--- src/pkg/bcx_pkg.sv ---
// Package of constants and types for the byte core execution subset
`default_nettype none
package bcx_pkg;
  // ==========================================
  // Instruction word layout
  localparam int WORD_W = 14;
  localparam int DATA_W = 8;
  localparam int SLOT_W = 7;
  localparam int POS_W = 3;
  localparam int LIT8_W = 8;
  localparam int LIT11_W = 11;
  localparam int TGT_BIT = 7;
  localparam int POS_LSB = 7;
  localparam int OP6_LSB = 8;
  // ==========================================
  // Opcodes (upper six bits for byte ops, upper bits for literal ops)
  localparam logic [5:0] OP_SWAP = 6'h0e;
  localparam logic [5:0] OP_XOR_W_FILE_OP = 6'h06;
  localparam logic [5:0] OP_CLRF = 6'h01;
  localparam logic [5:0] OP_XOR_W_LITERAL_OP = 6'h3a;
  localparam logic [2:0] OP_GOTO = 3'h5;
  localparam logic [1:0] OP_BITTEST = 2'h1;
  localparam logic [13:0] NOP_WORD = 14'h0000;
  // ==========================================
  // Timing
  localparam int CLK_PER_CYCLE = 4;
  localparam logic [1:0] Q_LAST = 2'h3;
  localparam logic [DATA_W-1:0] ACC_RESET = 8'h00;
  // ==========================================
  // Operation class
  typedef enum logic [2:0] {BCX_NOP, BCX_SWAP, BCX_XOR_W_FILE_OP, BCX_CLRF, BCX_XOR_W_LITERAL_OP, BCX_JUMP, BCX_SKIPT} bcx_op_t;
endpackage
`default_nettype wire

--- src/rtl/bcx_core.sv ---
// Execution core for the swap, exclusive-OR and clear subset
`default_nettype none
module bcx_core (
  // Clock and reset
  input wire logic clk,
  input wire logic arst_n,
  // Program memory
  input wire logic [13:0] instr_word,
  output logic fetch,
  output logic [10:0] pc,
  // Register file
  output logic [6:0] rf_addr,
  output logic rf_rd,
  input wire logic [7:0] rf_rdata,
  output logic rf_wr,
  output logic [7:0] rf_wdata,
  // Core state
  output logic [7:0] acc,
  output logic null_result_flag,
  output logic [1:0] q_phase,
  output logic flush
);
  // ==========================================
  // Reset release
  logic rst_s1;
  logic rst_n;
  always_ff @(posedge clk or negedge arst_n)
  begin
    if (!arst_n)
    begin
      rst_s1 <= 1'b0;
      rst_n <= 1'b0;
    end
    else
    begin
      rst_s1 <= 1'b1;
      rst_n <= rst_s1;
    end
  end
  // ==========================================
  // Phase and decode
  logic [1:0] q;
  logic cyc_end;
  bcx_phase u_phase (
    .clk(clk),
    .rst_n(rst_n),
    .q(q),
    .cyc_end(cyc_end)
  );
  logic [13:0] ir;
  logic [13:0] word_s;
  bcx_pkg::bcx_op_t op;
  logic [6:0] slot;
  logic tgt;
  logic [2:0] pos;
  logic [7:0] lit8;
  logic [10:0] lit11;
  assign word_s = flush ? bcx_pkg::NOP_WORD : ir;
  bcx_decode u_dec (
    .word(word_s),
    .op(op),
    .slot(slot),
    .tgt(tgt),
    .pos(pos),
    .lit8(lit8),
    .lit11(lit11)
  );
  // ==========================================
  // Instruction latch at cycle start
  always_ff @(posedge clk or negedge rst_n)
  begin
    if (!rst_n)
    begin
      ir <= bcx_pkg::NOP_WORD;
    end
    else if (cyc_end)
    begin
      ir <= instr_word;
    end
  end
  // ==========================================
  // Operand read and result
  logic [7:0] opnd;
  logic [7:0] result;
  logic uses_file;
  logic zero_upd;
  logic to_reg;
  logic bit_true;
  assign uses_file = (op == bcx_pkg::BCX_SWAP) || (op == bcx_pkg::BCX_XOR_W_FILE_OP) ||
                     (op == bcx_pkg::BCX_CLRF) || (op == bcx_pkg::BCX_SKIPT);
  assign bit_true = opnd[pos];
  always_ff @(posedge clk or negedge rst_n)
  begin
    if (!rst_n)
    begin
      opnd <= 8'h00;
    end
    else if (q == 2'h1)
    begin
      opnd <= rf_rdata;
    end
  end
  always_comb
  begin
    result = 8'h00;
    zero_upd = 1'b0;
    to_reg = 1'b0;
    unique case (op)
      bcx_pkg::BCX_SWAP:
      begin
        result = {opnd[3:0], opnd[7:4]};
        to_reg = tgt;
      end
      bcx_pkg::BCX_XOR_W_FILE_OP:
      begin
        result = acc ^ opnd;
        to_reg = tgt;
        zero_upd = 1'b1;
      end
      bcx_pkg::BCX_CLRF:
      begin
        result = 8'h00;
        to_reg = 1'b1;
        zero_upd = 1'b1;
      end
      bcx_pkg::BCX_XOR_W_LITERAL_OP:
      begin
        result = acc ^ lit8;
        zero_upd = 1'b1;
      end
      bcx_pkg::BCX_NOP, bcx_pkg::BCX_JUMP, bcx_pkg::BCX_SKIPT:
      begin
        result = 8'h00;
      end
    endcase
  end
  // ==========================================
  // Write enables
  logic acc_we;
  logic file_we;
  logic result_zero;
  assign result_zero = (result == 8'h00);
  always_comb
  begin
    acc_we = 1'b0;
    file_we = 1'b0;
    if (q == 2'h2)
    begin
      acc_we = !to_reg && (op == bcx_pkg::BCX_SWAP || op == bcx_pkg::BCX_XOR_W_FILE_OP ||
               op == bcx_pkg::BCX_XOR_W_LITERAL_OP);
      file_we = uses_file && to_reg && (op != bcx_pkg::BCX_SKIPT);
    end
  end
  // ==========================================
  // Next program counter
  logic [10:0] next_pc;
  logic next_flush;
  always_comb
  begin
    next_pc = pc + 11'h001;
    next_flush = 1'b0;
    unique case (op)
      bcx_pkg::BCX_JUMP:
      begin
        next_pc = lit11;
        next_flush = 1'b1;
      end
      bcx_pkg::BCX_SKIPT:
      begin
        next_flush = bit_true;
      end
      bcx_pkg::BCX_NOP, bcx_pkg::BCX_SWAP, bcx_pkg::BCX_XOR_W_FILE_OP, bcx_pkg::BCX_CLRF, bcx_pkg::BCX_XOR_W_LITERAL_OP:
      begin
        next_flush = 1'b0;
      end
    endcase
  end
  // ==========================================
  // Register file strobes
  always_ff @(posedge clk or negedge rst_n)
  begin
    if (!rst_n)
    begin
      rf_addr <= 7'h00;
    end
    else
    begin
      rf_addr <= slot;
    end
  end
  always_ff @(posedge clk or negedge rst_n)
  begin
    if (!rst_n)
    begin
      rf_rd <= 1'b0;
    end
    else
    begin
      rf_rd <= (q == 2'h0) && uses_file;
    end
  end
  always_ff @(posedge clk or negedge rst_n)
  begin
    if (!rst_n)
    begin
      rf_wr <= 1'b0;
    end
    else
    begin
      rf_wr <= file_we;
    end
  end
  always_ff @(posedge clk or negedge rst_n)
  begin
    if (!rst_n)
    begin
      rf_wdata <= 8'h00;
    end
    else
    begin
      rf_wdata <= result;
    end
  end
  // ==========================================
  // Accumulator and zero flag
  always_ff @(posedge clk or negedge rst_n)
  begin
    if (!rst_n)
    begin
      acc <= bcx_pkg::ACC_RESET;
    end
    else if (acc_we)
    begin
      acc <= result;
    end
  end
  always_ff @(posedge clk or negedge rst_n)
  begin
    if (!rst_n)
    begin
      null_result_flag <= 1'b0;
    end
    else if (q == 2'h2 && zero_upd)
    begin
      null_result_flag <= result_zero;
    end
  end
  // ==========================================
  // Program counter and flush
  always_ff @(posedge clk or negedge rst_n)
  begin
    if (!rst_n)
    begin
      pc <= 11'h000;
    end
    else if (cyc_end)
    begin
      pc <= next_pc;
    end
  end
  always_ff @(posedge clk or negedge rst_n)
  begin
    if (!rst_n)
    begin
      flush <= 1'b0;
    end
    else if (cyc_end)
    begin
      flush <= next_flush;
    end
  end
  always_ff @(posedge clk or negedge rst_n)
  begin
    if (!rst_n)
    begin
      fetch <= 1'b0;
    end
    else
    begin
      fetch <= (q == 2'h2);
    end
  end
  always_ff @(posedge clk or negedge rst_n)
  begin
    if (!rst_n)
    begin
      q_phase <= 2'h0;
    end
    else
    begin
      q_phase <= q;
    end
  end
endmodule
`default_nettype wire

--- src/rtl/bcx_decode.sv ---
// Instruction word field decoder
`default_nettype none
module bcx_decode (
  // Instruction word
  input wire logic [13:0] word,
  // Fields
  output bcx_pkg::bcx_op_t op,
  output logic [6:0] slot,
  output logic tgt,
  output logic [2:0] pos,
  output logic [7:0] lit8,
  output logic [10:0] lit11
);
  // ==========================================
  // Field split
  assign slot = word[bcx_pkg::SLOT_W-1:0];
  assign tgt = word[bcx_pkg::TGT_BIT];
  assign pos = word[bcx_pkg::POS_LSB +: bcx_pkg::POS_W];
  assign lit8 = word[bcx_pkg::LIT8_W-1:0];
  assign lit11 = word[bcx_pkg::LIT11_W-1:0];
  // ==========================================
  // Opcode class
  always_comb
  begin
    op = bcx_pkg::BCX_NOP;
    if (word[13:8] == bcx_pkg::OP_SWAP)
      op = bcx_pkg::BCX_SWAP;
    else if (word[13:8] == bcx_pkg::OP_XOR_W_FILE_OP)
      op = bcx_pkg::BCX_XOR_W_FILE_OP;
    else if (word[13:8] == bcx_pkg::OP_CLRF && word[7])
      op = bcx_pkg::BCX_CLRF;
    else if (word[13:8] == bcx_pkg::OP_XOR_W_LITERAL_OP)
      op = bcx_pkg::BCX_XOR_W_LITERAL_OP;
    else if (word[13:11] == bcx_pkg::OP_GOTO)
      op = bcx_pkg::BCX_JUMP;
    else if (word[13:12] == bcx_pkg::OP_BITTEST)
      op = bcx_pkg::BCX_SKIPT;
  end
endmodule
`default_nettype wire

--- src/rtl/bcx_phase.sv ---
// Four-period instruction cycle phase generator
`default_nettype none
module bcx_phase (
  // Clock and reset
  input wire logic clk,
  input wire logic rst_n,
  // Phase
  output logic [1:0] q,
  output logic cyc_end
);
  // ==========================================
  // Phase counter
  always_ff @(posedge clk or negedge rst_n)
  begin
    if (!rst_n)
    begin
      q <= 2'h0;
    end
    else
    begin
      q <= q + 2'h1;
    end
  end
  assign cyc_end = (q == bcx_pkg::Q_LAST);
endmodule
`default_nettype wire
--- config.mk ---
export PLATFORM = sky130hd
export DESIGN_NAME = bcx_core
export DESIGN_NICKNAME = d
export VERILOG_FILES = /design/src/pkg/bcx_pkg.sv /design/src/rtl/bcx_core.sv /design/src/rtl/bcx_decode.sv /design/src/rtl/bcx_phase.sv
export SDC_FILE = /design/constraint.sdc
export NUM_CORES = 1
export LEC_CHECK = 0
export ABC_AREA = 1
export BUFFER_PORTS_ARGS = -buffer_cell sky130_fd_sc_hd__buf_2
export CORE_ASPECT_RATIO = 2
export CORE_UTILIZATION = 54
export CTS_CLUSTER_DIAMETER = 60
export DETAILED_ROUTE_END_ITERATION = 6
export PLACE_DENSITY = 0.9
export SKIP_CTS_REPAIR_TIMING = 1
export SLEW_MARGIN = 15
export SYNTH_ARGS = -nofsm -noshare
export SYNTH_HDL_FRONTEND = slang
export SYNTH_SLANG_ARGS = --single-unit
export TNS_END_PERCENT = 20
--- constraint.sdc ---
create_clock -name clk -period 2.4 [get_ports clk]
set_clock_uncertainty 0.1 [all_clocks]
set_input_delay 0.12 -clock clk [delete_from_list [all_inputs] [get_ports clk]]
set_output_delay 0.12 -clock clk [all_outputs]
set_load 0.01 [all_outputs]
==> metrics.cfg <==
[detailed_routing]
totalWireLength_um=8172
antenna_left=0
dr.pass1.iters=5
drc=0
routed_via_density=5.394
drt-wirelength-per-cell_um=15.42
drtIter0Drc=134
dr_total_vias=2859

[sta]
min_period_over_period_pct=86.30
fmax_mhz=482.8
setup-violations-final=0
rsz0062_at_grt=no
worst_slack_ps=328.7
worstMarginPinSlew_ps=661.5
final_max_slew_viol_count=0
worst_hold_slack_ps=17.39
fin_setup_tns_ps=0
relSlewSlack_pct=55.90
hold_violations=0
period_minus_slack_ps=2071

[yosys]
synth_warnings=0
synth_top_area_share_pct=52.65
synth_largest_area_cell=dfrtp_1
ys_seq_area_share_pct=52.65
synth-seq-cells=67
avgSynthCellArea_sq_um=8.630
synthCells=369
synth.area.top_cells=dfrtp_1 (53%), nand2_1 (13%), o21ai_0 (4.7%), nand3_1 (4.4%), inv_1 (4.4%)
syn_nets=398
syn-cell-area_sq_um=3184
synth.distinct_cells=38

[layout]
multi_input_area_sq_um=1300
num_antenna_cells=0
final-seq-area_sq_um=1678
nets=493
fillers=430
fin_area_sq_um=4125
layout-area-overhead-vs-synth_pct=29.55
drive_above_1_share_pct=24.09

[clocking]
cts_tree=built
cts_sinks=67
clockBufferDepth=2
clk_latency_ps=340
clk_pin_slew_ps=50
cts_inserted_buffers=9
cts_root_buf=clkbuf_16
htreeDepth=3

[power]
power.density_nw_per_um2=811.4
ir_worst_vdd_v=0.0007226
leakagePower_nw=2.159

[floorplan]
io_pins=65
die_w_um=56.30
die_area_sq_um=6227
die_y_um=110.6
core_area_sq_um=5709
start_util_pct=55.77
rows=39

[worst_setup_path]
critPathKind=reg -> reg
critical-path-slowest-cell=dfrtp_1
path_buf_inv=4
path_max_fanout=11
cp_common_cell=nand2_1
critical_path.max_stage_delay_ps=390
endpoint_kind=flip-flop
cp_cell_sequence=inv_2, nand2_2, nand2_1, inv_1, nand3_1, inv_1, nor2_2, o21a_1, nand3_2, inv_2, nand2_1, nand2_1
worst_setup_path_start_kind=flip-flop
crit_family=simple AND/OR/NAND/NOR gates
cp_data_required_time_ps=2580
arrival_ps=2250

[place]
placed_area_sq_um=3601
gp_congestion=0.9424
numPortBuffers=64
hpwl_um=5704
place_ws_ps=379.3

[worst_hold_path]
hold_path_class=in -> async

[global_route]
use_met1_pct=28.96
track_usage_pct=27.50
grt_busiest_layer=met2
grt_max_degree=43
grt_pass1_vias=2661
grt_use_met3_pct=6.323
use_met2_pct=47.22
grt_pass1_wl_um=12720
grt_remaining_overflow=0
antenna_found_initial=0

[outcome]
status=finished, final reports clean

[job]
cap_violations=0

[final timing paths]
kind                         endpoint  cells after the start  slack, ps   start
min in group clk                rst_n                      0        270  rst_s1
max in group asynchronous  rf_addr[5]                      1       1360   rst_n
max                            acc[4]                     12        330   flush
min                             rst_n                      2         20  arst_n
max reg2reg                    acc[4]                     12        330   flush
min reg2reg                     ir[8]                      0        210   rst_n
[placed cells by master, fill, tap and decap left out, types with 2 or more instances in the layout]
cell type,instances
nand2_1,107
dfrtp_1,66
buf_2,64
inv_1,37
o21ai_0,30
nand3_1,28
nor2_1,23
dlygate4sd3_1,23
o211ai_1,9
clkbuf_16,9
buf_4,6
inv_2,5
nand2_2,5
xor2_1,5
ha_1,5
clkinv_2,5
mux2_2,4
o21ai_2,4
nand3b_1,3
nand4_1,3
o21ai_1,2
nor3_1,2
o221ai_1,2
a21oi_1,2
[per-stage QoR]
stage	cells	util [%]	power, mW
after floorplan	369	-	1.775
after global placement	491	63.07	2.001
after detailed placement	491	63.07	2.025
final	530	72.26	3.347
after global routing	530	72.26	3.511
after CTS	507	68.22	3.321
[flip-flops by register name (all words and copies together), names as in the netlist, 2 cells and up]
name / count
pc: 11
q_phase: 2
acc: 8
rf_wdata: 8
rf_addr: 7
u_phase.q: 2
opnd: 8
ir: 14
[final cells by class]
class | count | share of cell area (%)
clock buffers | 10 | 5.793
clock inverters | 6 | 1.335
inverters | 43 | 3.913
multi-input cells | 249 | 31.51
flip-flops and latches | 67 | 40.67
well taps | 61 | 1.850
repair buffers | 94 | 14.92
[Yosys cell counts (all sizes together)]
cell / n
a21boi: 1
a21oi: 2
a311oi: 1
a31oi: 1
buf: 2
clkbuf: 8
clkinv: 1
conb: 1
dfrtp: 67
ha: 5
inv: 42
mux2: 4
nand2: 112
nand3: 30
nand3b: 3
nand4: 3
nor2: 26
nor3: 4
o211ai: 9
o21a: 1
o21ai: 36
o21bai: 1
o221ai: 2
o22ai: 1
xnor2: 1
xor2: 5
[layer usage]
metal / vias up / share of wire, %
li1: 1385 / -
met1: 1361 / 38
met2: 78 / 54
met3: 35 / 3.3
met4: 0 / 4.8
met5: - / 0
[power by group]
group | leakage, nW | internal [mW] | switching [mW]
Combinational | 1.19 | 0.271 | 0.357
Sequential | 0.816 | 1.27 | 0.154
Clock | 0.152 | 0.821 | 0.478
Total | 2.16 | 2.36 | 0.990
[cell families (layout without fill, tap and decap cells)]
group / after synthesis / count (layout) / share of synthesized area [%]
buf+inv: 53 / 153 / 6.522
compound gates: 55 / 55 / 10.49
mux: 4 / 4 / 1.414
fa+ha+maj: 5 / 5 / 1.965
xor+xnor: 6 / 6 / 1.650
simple gates: 178 / 178 / 25.19
flops: 67 / 67 / 52.65
other cells: 1 / 1 / 0.1178
(Power assumes the default switching activity.)
